==> src/rtl/ssfs_pkg.sv <==
/*
 Package for the supply and fail mode supervisor: timing counts, field
 positions and mode encodings. Assumes a 100 MHz system clock.
*/
// Functional notes
// - Device operates only while wake is high, otherwise stays in Sleep.
// - Awake, reset pin low, not woken by reset pin: drive clock pin high.
// - Asleep or woken by reset pin: clock pin is input, not driven.
// - Power supply and logic supply both below reset: power off, clear all.
// - Power supply lost, logic supply present: keep state, channels off.
// - Power supply lost, logic supply present: external switch follows SPI.
// - Wake-up during power supply loss is not shown on clock pin.
// - Logic supply lost with power supply present: watchdog-timeout state.
// - Logic supply lost with power supply low: power off, clear all.
// - Ground loss turns off all five power channels.
// - SPI registers are readable only with logic supply present.
// - Normal mode: channels driven by PWM from SPI settings.
// - Report open load, short, severe short, OC, OT, clock, UV, OV faults.
// - Fail mode entered when fail-mode input is one.
// - Fail mode: channels 0 to 3 follow the four direct inputs; channel 4 is off.
// - Fail mode works without logic supply; controller may force it.
// - Fail-mode input level readable as status bit in status register 7.
// - Fail mode entered only after input high longer than 200 us.
package ssfs_pkg;
   localparam int CLK_PERIOD_NS = 10;
   localparam int DEGLITCH_US = 200;
   localparam int DEGLITCH_CYCLES = DEGLITCH_US * 1000 / CLK_PERIOD_NS;
   localparam int NUM_CHANNELS = 5;
   localparam int NUM_DIRECT = 4;
   localparam int NUM_FAULTS = 8;
   // Fault vector bit positions
   localparam int FLT_OPEN_LOAD = 0;
   localparam int FLT_SHORT_SUPPLY = 1;
   localparam int FLT_SEVERE_SHORT = 2;
   localparam int FLT_OVERCURRENT = 3;
   localparam int FLT_OVERTEMP = 4;
   localparam int FLT_CLOCK_FAIL = 5;
   localparam int FLT_UNDERVOLT = 6;
   localparam int FLT_OVERVOLT = 7;
   // Status register 7 layout
   localparam int STAT7_FAIL_INPUT_BIT = 0;
   localparam int STAT7_WIDTH = 8;
   typedef enum logic [1:0] {
      SSFS_OFF,
      SSFS_SLEEP,
      SSFS_NORMAL,
      SSFS_FAIL
   } ssfs_mode_t;
endpackage : ssfs_pkg

==> src/rtl/ssfs_supervisor.sv <==
/*
 Supply and fail mode supervisor. Selects Sleep, Normal or Fail mode,
 gates outputs on supply and ground loss, reports wake on the clock pin.
 Assumes supply-good levels come from analog comparators already clean,
 and that the PWM, SPI and fault detectors live outside this block.
*/
`timescale 1ns/1ps
module ssfs_supervisor
   import ssfs_pkg::*;
#(
   parameter int DEGLITCH_COUNT = DEGLITCH_CYCLES
) (
   // Clock and reset
   input wire logic clk_in,
   input wire logic reset_n_in,
   // Supplies and wake
   input wire logic wake_in,
   input wire logic power_supply_ok_in,
   input wire logic logic_supply_ok_in,
   input wire logic ground_ok_in,
   // Controller pins
   input wire logic active_low_reset_pin_in,
   input wire logic fail_mode_pin_in,
   input wire logic [NUM_DIRECT-1:0] direct_channel_inputs_in,
   input wire logic clk_pin_in,
   // Internal sources
   input wire logic [NUM_CHANNELS-1:0] pwm_channels_in,
   input wire logic spi_ext_switch_in,
   input wire logic [NUM_FAULTS-1:0] fault_events_in,
   input wire logic fault_clear_in,
   // Outputs
   output logic [NUM_CHANNELS-1:0] power_channel_outputs_out,
   output logic external_switch_control_out,
   output logic clk_pin_out,
   output logic clk_pin_oe_n_out,
   output logic clk_pin_sampled_out,
   output logic spi_read_enable_out,
   output logic spi_watchdog_timeout_out,
   output logic registers_clear_out,
   output logic [NUM_FAULTS-1:0] fault_report_out,
   output logic [STAT7_WIDTH-1:0] status7_out,
   output logic fail_mode_out,
   output logic sleep_mode_out
);

   // ==========================================================
   // Input synchronisers
   logic [2:0] sync_a;
   logic [2:0] sync_b;
   logic [NUM_DIRECT-1:0] dir_a;
   logic [NUM_DIRECT-1:0] dir_b;
   always_ff @(posedge clk_in or negedge reset_n_in) begin
      if (!reset_n_in) begin
         sync_a <= 3'h0;
         sync_b <= 3'h0;
         dir_a <= '0;
         dir_b <= '0;
      end else begin
         sync_a <= {active_low_reset_pin_in, fail_mode_pin_in, clk_pin_in};
         sync_b <= sync_a;
         dir_a <= direct_channel_inputs_in;
         dir_b <= dir_a;
      end
   end
   wire rst_pin_s = sync_b[2];
   wire fail_pin_s = sync_b[1];
   wire clk_pin_s = sync_b[0];

   // ==========================================================
   // Fail-mode deglitch
   logic [31:0] dgl_cnt;
   logic fail_filt;
   wire dgl_done = (dgl_cnt >= 32'(DEGLITCH_COUNT));
   always_ff @(posedge clk_in or negedge reset_n_in) begin
      if (!reset_n_in) begin
         dgl_cnt <= 32'h0;
         fail_filt <= 1'b0;
      end else begin
         if (!fail_pin_s) begin
            dgl_cnt <= 32'h0;
         end else if (!dgl_done) begin
            dgl_cnt <= dgl_cnt + 32'h1;
         end
         fail_filt <= fail_pin_s && dgl_done;
      end
   end

   // ==========================================================
   // Supply conditions
   wire power_off = !power_supply_ok_in && !logic_supply_ok_in;
   wire pwr_loss = !power_supply_ok_in && logic_supply_ok_in;
   wire vcc_loss = power_supply_ok_in && !logic_supply_ok_in;

   // ==========================================================
   // Mode state
   ssfs_mode_t mode;
   ssfs_mode_t next_mode;
   logic woke_by_reset;
   always_comb begin
      next_mode = mode;
      case (mode)
         SSFS_OFF: next_mode = power_off ? SSFS_OFF : SSFS_SLEEP;
         SSFS_SLEEP: next_mode = wake_in ?
            (fail_filt ? SSFS_FAIL : SSFS_NORMAL) : SSFS_SLEEP;
         SSFS_NORMAL: next_mode = fail_filt ? SSFS_FAIL : SSFS_NORMAL;
         SSFS_FAIL: next_mode = fail_filt ? SSFS_FAIL : SSFS_NORMAL;
         default: next_mode = SSFS_OFF;
      endcase
      if (power_off) begin
         next_mode = SSFS_OFF;
      end else if (!wake_in) begin
         next_mode = SSFS_SLEEP;
      end
   end

   always_ff @(posedge clk_in or negedge reset_n_in) begin
      if (!reset_n_in) begin
         mode <= SSFS_OFF;
         woke_by_reset <= 1'b0;
      end else begin
         mode <= next_mode;
         // Remember the wake source when leaving sleep
         if (mode == SSFS_SLEEP && next_mode != SSFS_SLEEP) begin
            woke_by_reset <= rst_pin_s;
         end else if (next_mode == SSFS_SLEEP || next_mode == SSFS_OFF) begin
            woke_by_reset <= 1'b0;
         end
      end
   end

   wire awake = (mode == SSFS_NORMAL) || (mode == SSFS_FAIL);

   // ==========================================================
   // Fault latch: set wins over clear, power-off clears everything
   logic [NUM_FAULTS-1:0] faults;
   always_ff @(posedge clk_in or negedge reset_n_in) begin
      if (!reset_n_in) begin
         faults <= '0;
      end else if (power_off) begin
         faults <= '0;
      end else begin
         faults <= (fault_clear_in ? '0 : faults) | fault_events_in;
      end
   end

   // ==========================================================
   // Output selection
   wire [NUM_CHANNELS-1:0] direct_ext =
      {{(NUM_CHANNELS-NUM_DIRECT){1'b0}}, dir_b};
   wire [NUM_CHANNELS-1:0] chan_src =
      (mode == SSFS_FAIL) ? direct_ext : pwm_channels_in;
   wire chan_en = awake && power_supply_ok_in && ground_ok_in;
   wire report_wake = awake && !rst_pin_s && !woke_by_reset
      && power_supply_ok_in;

   always_ff @(posedge clk_in or negedge reset_n_in) begin
      if (!reset_n_in) begin
         power_channel_outputs_out <= '0;
         external_switch_control_out <= 1'b0;
         clk_pin_out <= 1'b0;
         clk_pin_oe_n_out <= 1'b1;
         clk_pin_sampled_out <= 1'b0;
         spi_read_enable_out <= 1'b0;
         spi_watchdog_timeout_out <= 1'b0;
         fault_report_out <= '0;
         status7_out <= '0;
      end else begin
         power_channel_outputs_out <= chan_en ? chan_src : '0;
         external_switch_control_out <= logic_supply_ok_in && ground_ok_in
            && (mode == SSFS_NORMAL || pwr_loss) && !power_off
            && spi_ext_switch_in;
         clk_pin_out <= report_wake;
         clk_pin_oe_n_out <= !report_wake;
         clk_pin_sampled_out <= clk_pin_s;
         spi_read_enable_out <= logic_supply_ok_in;
         spi_watchdog_timeout_out <= vcc_loss;
         fault_report_out <= logic_supply_ok_in ? faults : '0;
         status7_out <= logic_supply_ok_in ?
            STAT7_WIDTH'(fail_pin_s) << STAT7_FAIL_INPUT_BIT : '0;
      end
   end

   assign registers_clear_out = power_off;
   assign fail_mode_out = (mode == SSFS_FAIL);
   assign sleep_mode_out = (mode == SSFS_SLEEP) || (mode == SSFS_OFF);

   // ==========================================================
   // Assertions
   property p_sleep_outputs_off;
      @(posedge clk_in) disable iff (!reset_n_in)
      (!wake_in && mode != SSFS_NORMAL && mode != SSFS_FAIL)
         |=> (power_channel_outputs_out == '0);
   endproperty
   a_sleep_outputs_off: assert property (p_sleep_outputs_off)
      else $error("Channels on while asleep");

   property p_wake_report;
      @(posedge clk_in) disable iff (!reset_n_in)
      (awake && !rst_pin_s && !woke_by_reset && power_supply_ok_in)
         |=> (clk_pin_out && !clk_pin_oe_n_out);
   endproperty
   a_wake_report: assert property (p_wake_report)
      else $error("Wake state not reported on clock pin");

   property p_clk_input;
      @(posedge clk_in) disable iff (!reset_n_in)
      (!awake || woke_by_reset) |=> clk_pin_oe_n_out;
   endproperty
   a_clk_input: assert property (p_clk_input)
      else $error("Clock pin driven while asleep or reset-woken");

   property p_power_off;
      @(posedge clk_in) disable iff (!reset_n_in)
      (!power_supply_ok_in && !logic_supply_ok_in)
         |=> (power_channel_outputs_out == '0 && faults == '0
              && !external_switch_control_out);
   endproperty
   a_power_off: assert property (p_power_off)
      else $error("Power-off did not clear outputs and faults");

   property p_pwr_loss_channels;
      @(posedge clk_in) disable iff (!reset_n_in)
      !power_supply_ok_in |=> (power_channel_outputs_out == '0);
   endproperty
   a_pwr_loss_channels: assert property (p_pwr_loss_channels)
      else $error("Channels on during power supply loss");

   property p_ext_follows;
      @(posedge clk_in) disable iff (!reset_n_in)
      (pwr_loss && ground_ok_in)
         |=> (external_switch_control_out == $past(spi_ext_switch_in));
   endproperty
   a_ext_follows: assert property (p_ext_follows)
      else $error("External switch not following SPI during supply loss");

   property p_no_wake_report;
      @(posedge clk_in) disable iff (!reset_n_in)
      !power_supply_ok_in |=> !clk_pin_out;
   endproperty
   a_no_wake_report: assert property (p_no_wake_report)
      else $error("Wake reported during power supply loss");

   property p_wd_timeout;
      @(posedge clk_in) disable iff (!reset_n_in)
      (power_supply_ok_in && !logic_supply_ok_in)
         |=> spi_watchdog_timeout_out;
   endproperty
   a_wd_timeout: assert property (p_wd_timeout)
      else $error("Watchdog timeout missing on logic supply loss");

   property p_ground_loss;
      @(posedge clk_in) disable iff (!reset_n_in)
      !ground_ok_in |=> (power_channel_outputs_out == '0);
   endproperty
   a_ground_loss: assert property (p_ground_loss)
      else $error("Channels on during ground loss");

   property p_spi_read;
      @(posedge clk_in) disable iff (!reset_n_in)
      !logic_supply_ok_in |=> (!spi_read_enable_out && status7_out == '0);
   endproperty
   a_spi_read: assert property (p_spi_read)
      else $error("SPI readable without logic supply");

   property p_fail_follow;
      @(posedge clk_in) disable iff (!reset_n_in)
      (mode == SSFS_FAIL && power_supply_ok_in && ground_ok_in)
         |=> (power_channel_outputs_out[NUM_DIRECT-1:0] == $past(dir_b));
   endproperty
   a_fail_follow: assert property (p_fail_follow)
      else $error("Channel not following direct input in Fail mode");

   property p_deglitch;
      @(posedge clk_in) disable iff (!reset_n_in)
      $rose(fail_pin_s) |=> !fail_filt [*2];
   endproperty
   a_deglitch: assert property (p_deglitch)
      else $error("Fail mode entered before deglitch time");

   // Independent run length of the synced fail pin, so the deglitch
   // check below does not lean on the counter that it guards
   logic [31:0] fail_hi_run;
   always_ff @(posedge clk_in or negedge reset_n_in) begin
      if (!reset_n_in) begin
         fail_hi_run <= 32'h0;
      end else if (!fail_pin_s) begin
         fail_hi_run <= 32'h0;
      end else if (fail_hi_run != 32'hFFFFFFFF) begin
         fail_hi_run <= fail_hi_run + 32'h1;
      end
   end

   property p_deglitch_run;
      @(posedge clk_in) disable iff (!reset_n_in)
      fail_filt |-> (fail_hi_run > 32'(DEGLITCH_COUNT));
   endproperty
   a_deglitch_run: assert property (p_deglitch_run)
      else $error("Fail filter high before deglitch time elapsed");

   property p_normal_pwm;
      @(posedge clk_in) disable iff (!reset_n_in)
      (mode == SSFS_NORMAL && power_supply_ok_in && ground_ok_in)
         |=> (power_channel_outputs_out == $past(pwm_channels_in));
   endproperty
   a_normal_pwm: assert property (p_normal_pwm)
      else $error("Channels not driven by PWM in Normal mode");

   property p_fail_entry;
      @(posedge clk_in) disable iff (!reset_n_in)
      (mode == SSFS_NORMAL && fail_filt && wake_in && !power_off)
         |=> fail_mode_out;
   endproperty
   a_fail_entry: assert property (p_fail_entry)
      else $error("Fail mode not entered on filtered fail input");

   property p_status7;
      @(posedge clk_in) disable iff (!reset_n_in)
      logic_supply_ok_in
         |=> (status7_out[STAT7_FAIL_INPUT_BIT] == $past(fail_pin_s));
   endproperty
   a_status7: assert property (p_status7)
      else $error("Status bit does not show the fail input level");

   property p_faults_kept;
      @(posedge clk_in) disable iff (!reset_n_in)
      (pwr_loss && !fault_clear_in && fault_events_in == '0)
         |=> $stable(faults);
   endproperty
   a_faults_kept: assert property (p_faults_kept)
      else $error("Faults changed during power supply loss");

   property p_clear_set;
      @(posedge clk_in) disable iff (!reset_n_in)
      (fault_clear_in && !power_off)
         |=> (faults == $past(fault_events_in));
   endproperty
   a_clear_set: assert property (p_clear_set)
      else $error("Fault clear did not let a new event win");

   c_fail_mode: cover property (@(posedge clk_in) mode == SSFS_FAIL);
   c_pwr_loss: cover property (@(posedge clk_in) pwr_loss && awake);
   c_wake_report: cover property (@(posedge clk_in) clk_pin_out);
   c_power_off: cover property (@(posedge clk_in) awake ##1 power_off);
   c_reset_woken: cover property (@(posedge clk_in) awake && woke_by_reset);

endmodule : ssfs_supervisor

==> config.mk <==
export PLATFORM = sky130hd
export DESIGN_NAME = ssfs_supervisor
export DESIGN_NICKNAME = d
export VERILOG_FILES = /design/src/rtl/ssfs_pkg.sv /design/src/rtl/ssfs_supervisor.sv
export SDC_FILE = /design/constraint.sdc
export NUM_CORES = 1
export LEC_CHECK = 0
export BUFFER_PORTS_ARGS = -buffer_cell sky130_fd_sc_hd__buf_2
export CELL_PAD_IN_SITES_DETAIL_PLACEMENT = 0
export CELL_PAD_IN_SITES_GLOBAL_PLACEMENT = 1
export CORE_AREA = 5 5 90 92
export DETAILED_ROUTE_END_ITERATION = 16
export DIE_AREA = 0 0 95 97
export PLACE_DENSITY = 0.81
export SLEW_MARGIN = 20
export SYNTH_ARGS = -nofsm -noshare
export SYNTH_HDL_FRONTEND = slang
export SYNTH_SLANG_ARGS = --single-unit
==> constraint.sdc <==
create_clock -name clk_in -period 3.1 [get_ports clk_in]
set_clock_uncertainty 0.2 [all_clocks]
set_input_delay 0.465 -clock clk_in [delete_from_list [all_inputs] [get_ports clk_in]]
set_output_delay 0.465 -clock clk_in [all_outputs]
set_load 0.02 [all_outputs]
==> results by stage <==
Run status:
- The run finished with clean final reports.

Setup path:
- The worst register-to-register path ends at dgl_cnt[4].
- At the worst endpoint, the required time is 3.17 ns.
- The kind of start point of the critical path is a flop.
- The arrival time reported for the critical path endpoint is 2.65 ns.
- The startpoint identified for the worst register-to-register timing path is dgl_cnt[19].
- The path type of the worst setup path is reg2reg.
- STA classifies the critical path endpoint as a flop.
- The setup check on the worst reg-to-reg path leaves a slack of 0.52 ns.
- In this run the worst path has a maximum fanout of 18.
- Counting cells, the worst reg-to-reg path comes to 5.

Layout:
- The library cell used most frequently in the layout, excluding fill and tap cells, is dfrtp_1.
- The sequential cells in the finished layout cover a total of 0.00195 mm².
- In the final design database the tool counted 341 nets.
- The fraction of layout cells with a size suffix above 1 is 0.228.
- Excluding fillers, the count of instances in the completed layout stands at 415.
- The area added between synthesis and finish is 18.9%.
- Once layout is complete, the utilization of the core stands at 0.498.
- The area of combinational cells with multiple inputs is 928 µm².
- The antenna cell count is 0.
- The design area is 0.00355 mm².
- In the layout the commonest cells are dfrtp_1 (77), buf_2 (49), and2_1 (27), nor2_1 (19), nand2_1 (17).
- Counting the fill cells in the layout gives 653.

STA:
- The transition time at the pin with the least slew margin is 0.933 ns.
- The total count of hold-check failures in the final report is 0.
- The accumulated negative setup slack is 0 ns.
- The final period demand of the worst path is 2.58 ns.
- The post-route fraction of the period consumed by the critical path is 0.833.
- Setup repair after global routing left no endpoint under its margin.
- Setup violations remaining at the end of the flow were counted as 0.
- The worst hold slack is 0.0194 ns.
- The final count of pins violating max slew is 0.
- Measured against its own limit, the worst slew margin works out to 0.378.
- The post-route worst setup slack is 0.517 ns.
- The maximum achievable frequency is 0.387 GHz.

Power:
- Overall power consumption after layout is estimated at 1.96 mW.
- The worst ir drop on vdd is 0.000280 V.
- Power spread over the standard cell area amounts to 550 mW/mm².
- Summed over all cells, the static leakage comes to 1.75 nW.

Detailed routing:
- The aggregate routed wire length is 5230 µm.
- After detailed routing, the average wire length per cell comes to 12.6 µm.
- After detailed routing, the number of remaining DRC violations is 0.
- The final antenna-violating net count is 0.
- The first routing iteration left 124 violations.
- The detailed router placed 1977 vias in this run.
- In the routed layout, each cell is associated on average with a via count of 4.76.
- The pre-antenna-repair detailed-routing pass consisted of 4 iterations.

Floorplanning:
- The area of the die is 0.00922 mm².
- The vertical extent of the die is 97 µm.
- The floorplan has 31 rows.
- The top-level I/O count is 58.
- Measured along the x axis, the die boundary spans 95 µm.
- The region available for standard cell placement spans 0.00714 mm².
- The initial utilization of the core area, before any placement, comes to 0.419.

Global route:
- The number of antenna violations at the first check in global routing was 0.
- The number of global-route vias before repair was 1927.
- Summed over all layers, the global routing overflow is 0.
- The global-route wire length before repair is 8830 µm.
- Entering global routing, the biggest net connects 79 pins.
- For this run, the total global-route usage over all layers was measured as 0.119.

Clock network:
- Clock latency on the worst-skew pair, taken at its later pin, is 0.35 ns.
- The H-tree was split into 3 levels.
- After clock tree synthesis, the clock-pin slew on the worst setup and hold paths is 0.09 ns.
- The TritonCTS clock tree is done.
- In this run the deepest clock path goes through 2 buffers.
- The master cell of the clock root buffer is clkbuf_8.
- Clock tree synthesis found a total of 78 sinks.
- The number of CTS-inserted buffers is 9.

Placed design:
- Input and output buffers added on the ports amount to 50.
- Once placement finished, the instance area stood at 0.00330 mm².
- The post-placement worst setup slack is 0.512 ns.
- The number of instances in the placed design is 394.
- The detailed-placement wirelength estimate is 3480 µm.
- At the end of routability-driven placement, the weighted congestion stood at 0.769.

Logic synthesis:
- After synthesis the cells add up to 0.00299 mm².
- The most frequently used flop master after synthesis is dfrtp_1.
- The share of synthesized area occupied by flip-flops and latches is 0.654.
- Yosys attributes the largest share of cell area to dfrtp_1 (64%), and2_1 (5.7%), mux2i_1 (4.0%), a21oi_1 (2.5%), nor2_1 (2.4%).
- Synthesis produced 254 cells.
- The per-instance average area after synthesis is 11.8 µm².
- The number of enable-type register cells in the synthesized netlist is 0.
- The post-synthesis sequential element count is 78.
- After synthesis, the share of flip-flops with an asynchronous set or reset is 1.00.
- The number of warnings printed during yosys synthesis is 0.
- The share of Yosys cell area claimed by the top area cell type is 0.645.
- The biggest area contributor in the post-synthesis netlist is dfrtp_1.
- In this run, distinct cell masters in the synthesized netlist total 34.

Flow run:
- Max-cap violations in this run came to 0.

Hold path:
- The path with the worst hold slack has its endpoint at sync_a[1].
- The cell count of the worst hold path is 1.
- The start point of the worst min-delay path is fail_mode_pin_in.
- The class of the tightest hold or removal check is in2reg.
## state kept, by name, summed over array words and instances, names as in the netlist, 3 cells and up
register	count
dgl_cnt	32
fault_report_out	8
faults	8
power_channel_outputs_out	5
dir_a	4
dir_b	4
sync_a	3
sync_b	3
## worst max-delay path by stage
stage	startpoint	endpoint	slack, ns
finish	dgl_cnt[19]	dgl_cnt[4]	0.52
global route	dgl_cnt[29]	dgl_cnt[4]	0.34
CTS	dgl_cnt[19]	dgl_cnt[3]	0.52
detailed placement	dgl_cnt[19]	dgl_cnt[3]	0.51
global placement	dgl_cnt[29]	dgl_cnt[7]	0.58
floorplan	dgl_cnt[19]	dgl_cnt[12]	0.89
## Yosys cell counts (2+ instances only)
| master | instances |
|---|---|
| a21oi_1 | 15 |
| and2_1 | 27 |
| buf_4 | 7 |
| clkbuf_1 | 7 |
| dfrtp_1 | 77 |
| ha_1 | 2 |
| inv_1 | 8 |
| mux2i_1 | 12 |
| nand2_1 | 17 |
| nand2b_1 | 7 |
| nand3_1 | 8 |
| nand4_1 | 4 |
| nor2_1 | 19 |
| nor4_1 | 11 |
| o21a_1 | 2 |
| o21ai_0 | 4 |
| o31ai_1 | 4 |
| or3_1 | 3 |
| or4_1 | 5 |
## power breakdown
part	switching, mW	internal [mW]
Combinational	0.0840	0.0499
Sequential	0.0211	1.05
Clock	0.428	0.320
Total	0.533	1.42
## routing by layer
layer | share of wire | GRT usage | routed length, µm | vias up
met3 | 0.067 | 0.0334 | 352 | 7
met4 | 0.0080 | 0.0499 | 42 | 0
met2 | 0.46 | 0.187 | 2430 | 62
li1 | - | - | - | 966
met5 | 0 | 0 | 0 | -
met1 | 0.46 | 0.154 | 2410 | 942
## kinds of logic after synthesis
family,after synthesis,share of synthesized area
AO/OA/AOI/OAI,28,0.0557
adder cells (fa/ha/maj),2,0.00837
buffers and inverters,25,0.0431
flip-flops,78,0.654
multiplexers,12,0.0402
other,1,0.00126
AND/OR/NAND/NOR,108,0.198
## what timing repair did
item                                   CTS  global route
setup buffers                            0             0
hold buffers                             5             0
gates resized for setup                  0             0
endpoints found under the hold margin    5             0
## layout make-up
class / instances / share of cell area
sequential: 78 / 0.550
multi-input combinational: 157 / 0.261
timing repair buffer: 57 / 0.0894
clock buffer: 9 / 0.0349
tap: 99 / 0.0349
clock inverter: 7 / 0.0215
inverter: 8 / 0.00845
## critical path, cell delays in order, from the launching register on
cell and delay (ns):
dfrtp_1 0.38, nor4_1 0.32, nand4_1 0.15, or4_1 0.71
or4_1 0.60, a21oi_1 0.15
Note: power is estimated with default switching activity, not from simulation.
